**src/logic/agc_pkg.sv**
```systemverilog
package agc_pkg;
    // Host command and data codes
    localparam logic [7:0] CMD_WRITE_OUTPUT_PORT = 8'hD1;
    localparam logic [7:0] CMD_PULSE_NOP = 8'hFF;
    localparam int GATE_BIT_POS = 1;
    localparam int GATE_PIN_POS = 1;
    // Register map over AHB-Lite
    localparam logic [7:0] ADDR_CTRL = 8'h00;
    localparam logic [7:0] ADDR_STATUS = 8'h04;
    localparam logic [7:0] ADDR_DATA = 8'h08;
    localparam logic [7:0] ADDR_PORT2 = 8'h0C;
    localparam int CTRL_ENABLE_POS = 0;
    localparam int CTRL_CLR_FULL_POS = 1;
    localparam int STAT_FULL_POS = 0;
    localparam int STAT_ENABLED_POS = 1;
    localparam int STAT_CMD_POS = 2;
    localparam int STAT_PEND_POS = 3;
    localparam int STAT_GATE_POS = 4;
    localparam logic [7:0] PORT2_RESET = 8'hFF;
    localparam logic [1:0] HTRANS_NONSEQ = 2'h2;
    typedef enum logic [0:0] {AGC_IDLE, AGC_PENDING} agc_seq_e;
endpackage

```
**src/logic/agc_sync.sv**
```systemverilog
module agc_sync #(
    parameter int WIDTH = 1
) (
    input wire logic clk_sys,
    input wire logic nrst,
    input wire logic [WIDTH-1:0] d,
    output logic [WIDTH-1:0] q
);
    logic [WIDTH-1:0] meta_r;

    // Two flops per bit; the first one feeds only the second
    genvar i;
    generate
        for (i = 0; i < WIDTH; i++) begin : g_bit
            always_ff @(posedge clk_sys) begin
                if (!nrst) begin
                    meta_r[i] <= 1'b0;
                    q[i] <= 1'b0;
                end else begin
                    meta_r[i] <= d[i];
                    q[i] <= meta_r[i];
                end
            end
        end
    endgenerate
endmodule

```
**src/logic/agc_top.sv**
```systemverilog
module agc_top (
    input wire logic clk_sys,
    input wire logic nrst,
    input wire logic host_cs_n,
    input wire logic host_wr_n,
    input wire logic register_select_line,
    input wire logic [7:0] host_data,
    input wire logic [31:0] haddr,
    input wire logic [1:0] htrans,
    input wire logic hwrite,
    input wire logic [2:0] hsize,
    input wire logic hsel,
    input wire logic hready,
    input wire logic [31:0] hwdata,
    output logic [31:0] hrdata,
    output logic hreadyout,
    output logic hresp,
    output logic [7:0] port2_out,
    output logic input_buffer_full_flag,
    output logic address_line_gate
);
    // ****************************************
    // Host strobe capture
    // ****************************************
    logic [10:0] raw_in;
    logic [10:0] syn;
    logic cs_n_s, wr_n_s, rs_s;
    logic [7:0] db_s;
    logic wr_act_r;
    logic [7:0] db_lat_r;
    logic rs_lat_r;
    logic wr_end;

    // Strobes enter inverted so the synchroniser's reset value is the idle level
    assign raw_in = {!host_cs_n, !host_wr_n, register_select_line, host_data};

    agc_sync #(.WIDTH(11)) u_sync (
        .clk_sys(clk_sys),
        .nrst(nrst),
        .d(raw_in),
        .q(syn)
    );

    assign cs_n_s = !syn[10];
    assign wr_n_s = !syn[9];
    assign rs_s = syn[8];
    assign db_s = syn[7:0];

    // Latch data while strobe active; act only once it ends
    always_ff @(posedge clk_sys) begin
        if (!nrst) begin
            wr_act_r <= 1'b0;
            db_lat_r <= 8'h00;
            rs_lat_r <= 1'b0;
        end else begin
            wr_act_r <= !cs_n_s && !wr_n_s;
            if (!cs_n_s && !wr_n_s) begin
                db_lat_r <= db_s;
                rs_lat_r <= rs_s;
            end
        end
    end

    assign wr_end = wr_act_r && !(!cs_n_s && !wr_n_s);

    // ****************************************
    // Sequence interpreter
    // ****************************************
    agc_pkg::agc_seq_e seq_r;
    logic enabled_r;
    logic gate_r;
    logic buf_full_r;
    logic is_cmd, is_wopc, is_ff, take_data, swallow, set_full;
    logic [7:0] data_r;
    logic cmd_flag_r;
    logic [7:0] port2_r;
    logic fw_clr_full, fw_enable, fw_port_wr;
    logic after_data_r;

    assign is_cmd = rs_lat_r;
    assign is_wopc = db_lat_r == agc_pkg::CMD_WRITE_OUTPUT_PORT;
    assign is_ff = db_lat_r == agc_pkg::CMD_PULSE_NOP;
    // Only the first data byte after the command belongs to the sequence
    assign take_data = enabled_r && seq_r == agc_pkg::AGC_PENDING && !is_cmd
        && !after_data_r;
    // Writes that belong to a valid sequence never reach the buffer
    assign swallow = enabled_r && (
        (is_cmd && is_wopc) ||
        take_data ||
        (is_cmd && is_ff && seq_r == agc_pkg::AGC_PENDING));
    assign set_full = wr_end && !swallow;

    always_ff @(posedge clk_sys) begin
        if (!nrst) begin
            seq_r <= agc_pkg::AGC_IDLE;
        end else if (wr_end) begin
            if (enabled_r && is_cmd && is_wopc) begin
                seq_r <= agc_pkg::AGC_PENDING;
            end else if (take_data) begin
                // Stay armed so a trailing FFh still counts as part of the sequence
                seq_r <= agc_pkg::AGC_PENDING;
            end else begin
                seq_r <= agc_pkg::AGC_IDLE;
            end
        end
    end

    // Pending after data means FFh may close; a fresh D1h re-arms anyway
    always_ff @(posedge clk_sys) begin
        if (!nrst) begin
            after_data_r <= 1'b0;
        end else if (wr_end) begin
            after_data_r <= take_data;
        end
    end

    always_ff @(posedge clk_sys) begin
        if (!nrst) begin
            gate_r <= 1'b0;
        end else if (wr_end && take_data && !after_data_r) begin
            gate_r <= db_lat_r[agc_pkg::GATE_BIT_POS];
        end
    end

    always_ff @(posedge clk_sys) begin
        if (!nrst) begin
            enabled_r <= 1'b0;
        end else if (fw_enable) begin
            enabled_r <= 1'b1;
        end
    end

    // Set wins over a firmware clear in the same cycle
    always_ff @(posedge clk_sys) begin
        if (!nrst) begin
            buf_full_r <= 1'b0;
            data_r <= 8'h00;
            cmd_flag_r <= 1'b0;
        end else if (set_full) begin
            buf_full_r <= 1'b1;
            data_r <= db_lat_r;
            cmd_flag_r <= rs_lat_r;
        end else if (fw_clr_full) begin
            buf_full_r <= 1'b0;
        end
    end

    always_ff @(posedge clk_sys) begin
        if (!nrst) begin
            port2_r <= agc_pkg::PORT2_RESET;
        end else if (fw_port_wr) begin
            port2_r <= hwdata[7:0];
        end
    end

    always_ff @(posedge clk_sys) begin
        if (!nrst) begin
            port2_out <= agc_pkg::PORT2_RESET;
            input_buffer_full_flag <= 1'b0;
            address_line_gate <= 1'b0;
        end else begin
            port2_out <= port2_r;
            if (enabled_r) begin
                port2_out[agc_pkg::GATE_PIN_POS] <= gate_r;
            end
            input_buffer_full_flag <= buf_full_r;
            address_line_gate <= gate_r;
        end
    end

    // ****************************************
    // AHB-Lite slave
    // ****************************************
    logic dp_wr_r, dp_rd_r;
    logic [7:0] dp_addr_r;
    logic ap_valid;
    logic [31:0] rd_val;

    assign ap_valid = hsel && hready && htrans == agc_pkg::HTRANS_NONSEQ;

    always_ff @(posedge clk_sys) begin
        if (!nrst) begin
            dp_wr_r <= 1'b0;
            dp_rd_r <= 1'b0;
            dp_addr_r <= 8'h00;
        end else begin
            dp_wr_r <= ap_valid && hwrite;
            dp_rd_r <= ap_valid && !hwrite;
            if (ap_valid) begin
                dp_addr_r <= haddr[7:0];
            end
        end
    end

    assign fw_enable = dp_wr_r && dp_addr_r == agc_pkg::ADDR_CTRL
        && hwdata[agc_pkg::CTRL_ENABLE_POS];
    assign fw_clr_full = dp_wr_r && dp_addr_r == agc_pkg::ADDR_CTRL
        && hwdata[agc_pkg::CTRL_CLR_FULL_POS];
    assign fw_port_wr = dp_wr_r && dp_addr_r == agc_pkg::ADDR_PORT2;

    always_comb begin
        rd_val = 32'h0000_0000;
        if (dp_addr_r == agc_pkg::ADDR_CTRL) begin
            rd_val[agc_pkg::CTRL_ENABLE_POS] = enabled_r;
        end else if (dp_addr_r == agc_pkg::ADDR_STATUS) begin
            rd_val[agc_pkg::STAT_FULL_POS] = buf_full_r;
            rd_val[agc_pkg::STAT_ENABLED_POS] = enabled_r;
            rd_val[agc_pkg::STAT_CMD_POS] = cmd_flag_r;
            rd_val[agc_pkg::STAT_PEND_POS] = seq_r == agc_pkg::AGC_PENDING;
            rd_val[agc_pkg::STAT_GATE_POS] = gate_r;
        end else if (dp_addr_r == agc_pkg::ADDR_DATA) begin
            rd_val[7:0] = data_r;
        end else if (dp_addr_r == agc_pkg::ADDR_PORT2) begin
            rd_val[7:0] = port2_out;
        end
    end

    // Read data registered: answer arrives one cycle after the data phase opens
    logic rd_wait_r;
    always_ff @(posedge clk_sys) begin
        if (!nrst) begin
            hrdata <= 32'h0000_0000;
            hreadyout <= 1'b1;
            hresp <= 1'b0;
            rd_wait_r <= 1'b0;
        end else begin
            hresp <= 1'b0;
            if (ap_valid && !hwrite) begin
                hreadyout <= 1'b0;
                rd_wait_r <= 1'b1;
            end else if (rd_wait_r) begin
                hrdata <= rd_val;
                hreadyout <= 1'b1;
                rd_wait_r <= 1'b0;
            end
        end
    end
endmodule

```
**config.mk**
```make
export PLATFORM = sky130hd
export DESIGN_NAME = agc_top
export DESIGN_NICKNAME = d
export VERILOG_FILES = /design/src/logic/agc_pkg.sv /design/src/logic/agc_sync.sv /design/src/logic/agc_top.sv
export SDC_FILE = /design/constraint.sdc
export NUM_CORES = 1
export LEC_CHECK = 0
export BUFFER_PORTS_ARGS = -buffer_cell sky130_fd_sc_hd__buf_2
export CAP_MARGIN = 30
export CORE_ASPECT_RATIO = 2
export CORE_MARGIN = 10
export CORE_UTILIZATION = 30
export CTS_CLUSTER_SIZE = 20
export DETAILED_ROUTE_END_ITERATION = 8
export SYNTH_ARGS = -nofsm -noshare
export SYNTH_HDL_FRONTEND = slang
export SYNTH_SLANG_ARGS = --single-unit
```
**constraint.sdc**
```tcl
create_clock -name clk_sys -period 3.8 [get_ports clk_sys]
set_input_delay 0.19 -clock clk_sys [delete_from_list [all_inputs] [get_ports clk_sys]]
set_output_delay 0.19 -clock clk_sys [all_outputs]
set_load 0.01 [all_outputs]
```
# Yosys cells after proc, flatten, opt, wreduce, memory -nomap -nowiden
# Cells that the tools add are included.
[classes] n_eq_ne=6 n_mux=14 n_bitwise=1 n_reduce_logical=35
[op_table] op="$logic_and A1 B1 Y1" n=22
[op_table] op="$eq A8 B4 Y1 const B" n=2
[op_table] op="$eq A8 B8 Y1 const B" n=2
[op_table] op="$mux W8" n=2
[op_table] op="$mux W1" n=9
[op_table] op="$eq A8 B3 Y1 const B" n=1
[op_table] op="$logic_not A8 Y1" n=1
[op_table] op="$logic_not A1 Y1" n=7
[op_table] op="$mux W7" n=1
[op_table] op="$mux W5" n=1
[op_table] op="$reduce_bool A2 Y1" n=2
[op_table] op="$mux W3" n=1
[op_table] op="$eq A2 B2 Y1 const B" n=1
[op_table] op="$logic_or A1 B1 Y1" n=2
[op_table] op="$reduce_and A2 Y1" n=1
[op_table] op="$not A1 Y1" n=1
[totals] reg_bits=83 out_inout_bits=44

# Depth between registers and ports, before layout
# Gate-level depths: netlist of the first run.
[logic_depth] depth_word=9 depth_mapped=5

# Cells and area by module
# A second synthesis of the first run with hierarchy kept.
[hier_totals] hier_cells=299 area_unflattened_um2=3089.2
[modules_own_cells] mod="agc_top" instances=1 cells_per_inst=253 area_each_um2=2468.6
[modules_own_cells] mod="agc_sync" instances=1 cells_per_inst=46 area_each_um2=620.6

# Least setup slack after synthesis of the first run
# OpenSTA, ideal clock, no wires.
[synth_timing] path_kind="reg2reg" startpoint="register dp_addr_r[7]" endpoint="register port2_r[0]" arrival_time_ns=1.676 t_required_ns=3.671 setup_slack_ns=1.995 path_stages_with_launch=5 synth_period_minus_slack_ns=1.805 cell_sequence="dfxtp_1 -> or4_4 -> nor4_4 -> mux2i_1 -> nand2_1"
[synth_between] elab_chain_len=2
[synth_rtl] item="from (decl)" line_no="agc_top.sv:175" source="logic [7:0] dp_addr_r;"
[synth_rtl] item="from (signal assigned)" line_no="agc_top.sv:190" source="dp_addr_r <= haddr[7:0];"
[synth_rtl] item="$eq A8 B4 Y1" line_no="agc_top.sv:199" source="assign fw_port_wr = dp_wr_r && dp_addr_r == agc_pkg::ADDR_PORT2;"
[synth_rtl] item="$logic_and A1 B1 Y1" line_no="agc_top.sv:199"
[synth_rtl] item="to (signal assigned)" line_no="agc_top.sv:150" source="port2_r <= agc_pkg::PORT2_RESET;"
[synth_rtl] item="to (signal assigned)" line_no="agc_top.sv:152" source="port2_r <= hwdata[7:0];"
[synth_rtl] item="to (decl)" line_no="agc_top.sv:76" source="logic [7:0] port2_r;"
# No other way between the ends.
# A chain may end at the register's enable or synchronous reset.

# Final worst setup path of the first run
[layout_timing] startpoint="register dp_addr_r[7]" endpoint="register port2_r[3]"
# Same word-level chain as after synthesis.

==> results.cfg, run 1 <==
[pwr]
p_leak_nw = 1.46
peakVddDrop_uv = 240
p_per_area_nw_per_um2 = 488

[setup_path]
startpoint_type = register
critPathKind = reg2reg
critPathMaxFanout = 8
cp-end-kind = register
r2r_cells = 4
r2r-end = port2_r[3]
r2r_start = dp_addr_r[7]
crit_end = port2_r[3]
worstPathArrival_ps = 2200
cp.required_ps = 4010
startpoint = dp_addr_r[7]
ff2ff_setup_slack_ps = 1800

[die]
dieArea_um2 = 14800
start_util = 0.304
pin_count = 129
die_x_um = 91.2
die_y_um = 162
core_um2 = 10000
core.rowCount = 52

[cells_and_area]
drive_gt1_frac = 0.238
area_delta_synth_final_pct = 19.4
antennaDiodeCount = 0
final_core_util = 0.363
register_area_um2 = 1660
multi_input_area_um2 = 1210
fin_nets = 433
nFillCells = 1080

[synth]
yosys_warnings = 0
synth-edff-count = 0
synth_fa_ha_area_frac = 0
ys_seq_area_frac = 0.546
ys_async_sr_fraction = 0
muxShareOfSynthArea = 0.0661
yosys.area_share.xor_xnor = 0
netlist_instances = 298
synth_area_per_cell_um2 = 10.2
synth_cell_types = 39
synth_top_family_by_area = simple AND/OR/NAND/NOR gates
syn_area_um2 = 3050
ys.flop_type = dfxtp_1
synth-simple-area-share = 0.180
synth_compound_area_frac = 0.120
synth_seq_cells = 83

[global_routing]
grt_pass1_wl_mm = 10.2
grt.overflow.total = 0
globalRouteMet1Util = 0.0860
grt_antenna_before_repair = 0
grt_use_met2 = 0.153
met3_usage = 0.0291
top_usage_layer = met2
grt_use_total = 0.0879
grt_max_degree = 45
grt_pass1_vias = 2127

[worst_hold_path]
hp-class = in2reg

[placement]
gp_congestion = 0.767
dpl.hpwl_mm = 4.98
io_buffers = 52
dp_slack_ps = 1680

[detailed_routing]
postRouteAntennaNets = 0
drc = 0
drt_iter0_markers = 137
vias_per_cell = 4.31
wl_mm = 6.39
wl_per_cell_um = 13.1
drt_pre_antenna_iters = 4
vias = 2104

[sta]
skew_ps = 3.86
fmax_ghz = 0.501
worst_pin_slew_ps = 833
layout_min_cycle_time_ps = 2000
setup_ws_ps = 1800
relSlewSlack = 0.439
final_max_slew_viol_count = 0
hold_viol_final = 0
fin_crit_sh = 0.525
setup_viol = 0
setup-tns-final_ps = 0
rsz0062_at_grt = no
holdWs_ps = 62.4

[clock_network]
cts_setup_buffers = 0
clock_latency_ps = 330
path_clk_slew_ps = 60
clock-sinks = 83
h-tree-depth = 3
cts_tree = done
cts.path.max_buffers = 2
numCtsBuffers = 9
cts.root.buffer_cell = clkbuf_16

[outcome]
status = finished, final reports clean

[flow_run]
drv_cap = 0
-- cell usage after synthesis (all sizes together), types with 3 or more instances --
cell type,count,share of area
dfxtp,83,0.55
clkbuf,14,0.017
and2,24,0.049
nor4,3,0.016
nor2,9,0.011
mux2,7,0.026
nand2b,7,0.014
mux2i,10,0.033
nand2,49,0.060
buf,26,0.063
a21oi,19,0.031
a32o,3,0.0099
a22o,18,0.052
-- sequential cells by signal, summed over array words and instances (netlist names), 8 cells and up --
signal and flops:
dp_addr_r 8, u_sync.meta_r 11, port2_r 8, hrdata 8
port2_out 8, db_lat_r 8, data_r 8, u_sync.q 11
-- worst max-delay path, cell delays in order (launching register included) --
cell and delay (ps):
dfxtp_1 310, or4_4 580, nor4_4 650, mux2i_1 270, nand2_1 60
-- timing repair --
item / in CTS / in global routing
hold buffers: 2 / 0
endpoints found under the hold margin: 2 / 0
resized for setup: 0 / 0
-- how the worst min path moves through the flow --
stage	from	endpoint	slack, ps	cells after the start
floorplan	host_cs_n	u_sync.meta_r[10]	260	1
global placement	host_cs_n	u_sync.meta_r[10]	350	2
detailed placement	host_cs_n	u_sync.meta_r[10]	350	2
CTS	host_data[0]	u_sync.meta_r[0]	50	2
global route	host_data[0]	u_sync.meta_r[0]	50	2
finish	host_data[0]	u_sync.meta_r[0]	60	2
-- report_power, final --
group | internal [W] | switching, W | total (W)
combinational | 0.0000275 | 0.0000417 | 0.0000691
clock | 0.000482 | 0.000332 | 0.000815
sequential | 0.000884 | 0.00000544 | 0.000889
total | 0.00139 | 0.000379 | 0.00177
-- layout make-up --
cell class,instances,share of cell area
timing repair buffer,55,0.0791
multi-input combinational,197,0.332
inverter,2,0.00585
sequential,83,0.457
tap,135,0.0464
clock inverter,4,0.00894
clock buffer,12,0.0705
-- per-stage QoR --
step	cells	cell area, µm²	power (W)
global route	488	3640	0.00184
CTS	488	3640	0.00180
finish	488	3640	0.00177
detailed placement	470	3330	0.000976
floorplan	322	3140	0.000970
global placement	470	3330	0.000974
-- logic make-up after synthesis --
logic type | after synthesis
muxes | 18
and+or+nand+nor | 104
DFF | 83
other | 1
buffers and inverters | 42
AOI/OAI and AO/OA | 50
-- layout by cell type (no fill, tap or decap), types with 3 or more instances in the layout --
cell       synthesis  layout
mux2_2             7       7
buf_2              0      52
a32o_1             3       3
dfxtp_1           83      83
conb_1             1      25
a22o_1            18      18
and2_1            24      24
mux2i_1           10      10
nand2b_1           7       7
a21oi_1           19      19
nand2_1           49      49
nor2_1             9       9
clkbuf_16          0       9
-- routing by layer --
metal | up-vias | wire, µm
met5 | - | 0
met4 | 0 | 204
met3 | 13 | 350
met2 | 75 | 3330
met1 | 949 | 2500
li1 | 1067 | -
Note: power is estimated with default switching activity, not from simulation.
==> run 2, diff against run 1 <==
Clock period 3.8 ns to 1.6 ns, I/O delays scaled along.
==> run 2 against run 1 <==
Net effect:
- the run now ends with negative setup slack left
- die area is the same
- combinational power grew to 3.4 times the previous value
- sequential power grew 140%
- final cell count grew 8.2%
- register-to-register slack lost 1900 ps
- hold slack gained 170 ps
- total power grew to 2.6 times the previous value
==> results.cfg, run 2 (synthesis gave the netlist of run 1 again) <==
[sta]
fmax_ghz = 0.578
setup_viol = 26
layout_min_cycle_time_ps = 1730
rsz0062_at_grt = yes
final_max_slew_viol_count = 0
setup_ws_ps = -130
worst_pin_slew_ps = 556
skew_ps = 7.86
fin_crit_sh = 1.08
hold_viol_final = 0
relSlewSlack = 0.628

[setup_path]
critPathMaxFanout = 8
cp-end-kind = register
r2r_start = dp_addr_r[7]
startpoint = dp_addr_r[7]
worstPathArrival_ps = 1940
critPathKind = reg2reg
startpoint_type = register
cp.required_ps = 1810

[pwr]
p_per_area_nw_per_um2 = 1110
p_sw_w = 0.000927
clkPwrFrac = 0.485
p_leak_nw = 1.69
seqPwrFrac = 0.463
peakVddDrop_uv = 577
intPower_w = 0.00363
power_switching_share = 0.204
p_comb_frac = 0.051

[worst_hold_path]
hold_path.startpoint = nrst
hp-class = in2reg

[cells_and_area]
nFillCells = 1013
antennaDiodeCount = 0
final_common_cell = dfxtp_1
multi_input_area_um2 = 1240
drive_gt1_frac = 0.260
final_core_util = 0.409
fin_area_um2 = 4100
register_area_um2 = 1660
area_delta_synth_final_pct = 34.6
fin_nets = 473
reg_top3 = u_sync.meta_r x11, u_sync.q x11
final_cell_mix = dfxtp_1, buf_2, nand2_1, dlygate4sd3_1, conb_1

[placement]
dpl-instance-area_um2 = 3450
io_buffers = 52
gp_congestion = 0.764
dp_slack_ps = -217
dpl.hpwl_mm = 5.21

[global_routing]
grt_max_degree = 44
globalRouteMet1Util = 0.0909
top_usage_layer = met2
grt_pass1_vias = 2262
grt_use_met2 = 0.168
grt.overflow.total = 0
grt_use_total = 0.0935
grt_pass1_wl_mm = 10.9
met3_usage = 0.0314
grt_antenna_before_repair = 0

[die]
die_y_um = 162
die_x_um = 91.2
pin_count = 129
core_um2 = 10000
dieArea_um2 = 14800
start_util = 0.304
core.rowCount = 52

[detailed_routing]
drt_iter0_markers = 115
vias = 2266
drc = 0
postRouteAntennaNets = 0
vias_per_cell = 4.29
wl_mm = 6.91
wl_per_cell_um = 13.1
drt_pre_antenna_iters = 4

[clock_network]
path_clk_slew_ps = 60
clock_latency_ps = 340
cts.root.buffer_cell = clkbuf_16
cts_tree = done
h-tree-depth = 3
cts.path.max_buffers = 2
clock-sinks = 83
numCtsBuffers = 9

[flow_run]
drv_cap = 0

[outcome]
violations = negative setup slack
status = finished, violations left
[run 2: cell count changes in the layout (fill, tap and decap cells not counted), sizes merged]
cell,before,now
bufinv,1,3
dlygate4sd3,2,28
buf,53,67
inv,3,1
clkbuf,12,10
clkinv,0,2
[run 2: timing repair]
| action | CTS | global route |
|---|---|---|
| endpoints found under the hold margin | 28 | 0 |
| hold buffers | 28 | 0 |
| resized for setup | 2 | 4 |
| endpoints found under the setup margin | 26 | 26 |
| pin swaps | 0 | 3 |
| setup buffers | 0 | 1 |
[run 2: power groups by stage]
stage	logic [W]	registers [W]	clock network, W
6_report	0.000234	0.00211	0.00221
5_1_grt	0.000260	0.00211	0.00236
4_1_cts	0.000229	0.00211	0.00227
3_5_place_dp	0.000173	0.00216	0
3_3_place_gp	0.000171	0.00215	0
2_1_floorplan	0.000151	0.00215	0
[run 2: final timing paths]
| check | end | slack [ps] | cells past startpoint |
|---|---|---|---|
| worst min register to register | db_lat_r[0] | 430 | 2 |
| worst min-delay path | port2_out[1] | 230 | 3 |
| worst max-delay path | port2_r[3] | -130 | 5 |
| worst max register to register | port2_r[3] | -130 | 5 |
[run 2: final cells by class]
class	instances	share of cell area
Timing Repair Buffer	95	0.166
Clock inverter	6	0.0217
Sequential cell	83	0.406
Clock buffer	10	0.0583
Multi-Input combinational cell	197	0.302
Tap cell	135	0.0412
Inverter	2	0.00519
[run 2: metal layers]
metal | part of all wire | up-vias
met3 | 0.045 | 9
li1 | - | 1145
met4 | 0.024 | 0
met5 | 0 | -
met2 | 0.54 | 63
met1 | 0.39 | 1049
[run 2: worst max-delay path: stages (launching register included)]
cell and delay [ps]:
dfxtp_2 320, or4_4 550, nor4_4 290, buf_12 180, mux2i_1 200, nand2_1 70
[run 2: stage by stage]
step	total power (W)	std cells	hold slack, ps	setup TNS, ps
floorplan	0.00230	322	152	-1640
global placement	0.00232	483	242	-2170
detailed placement	0.00233	483	241	-3040
global route	0.00473	528	247	-3330
CTS	0.00461	527	224	-1890
finish	0.00455	528	230	-1960
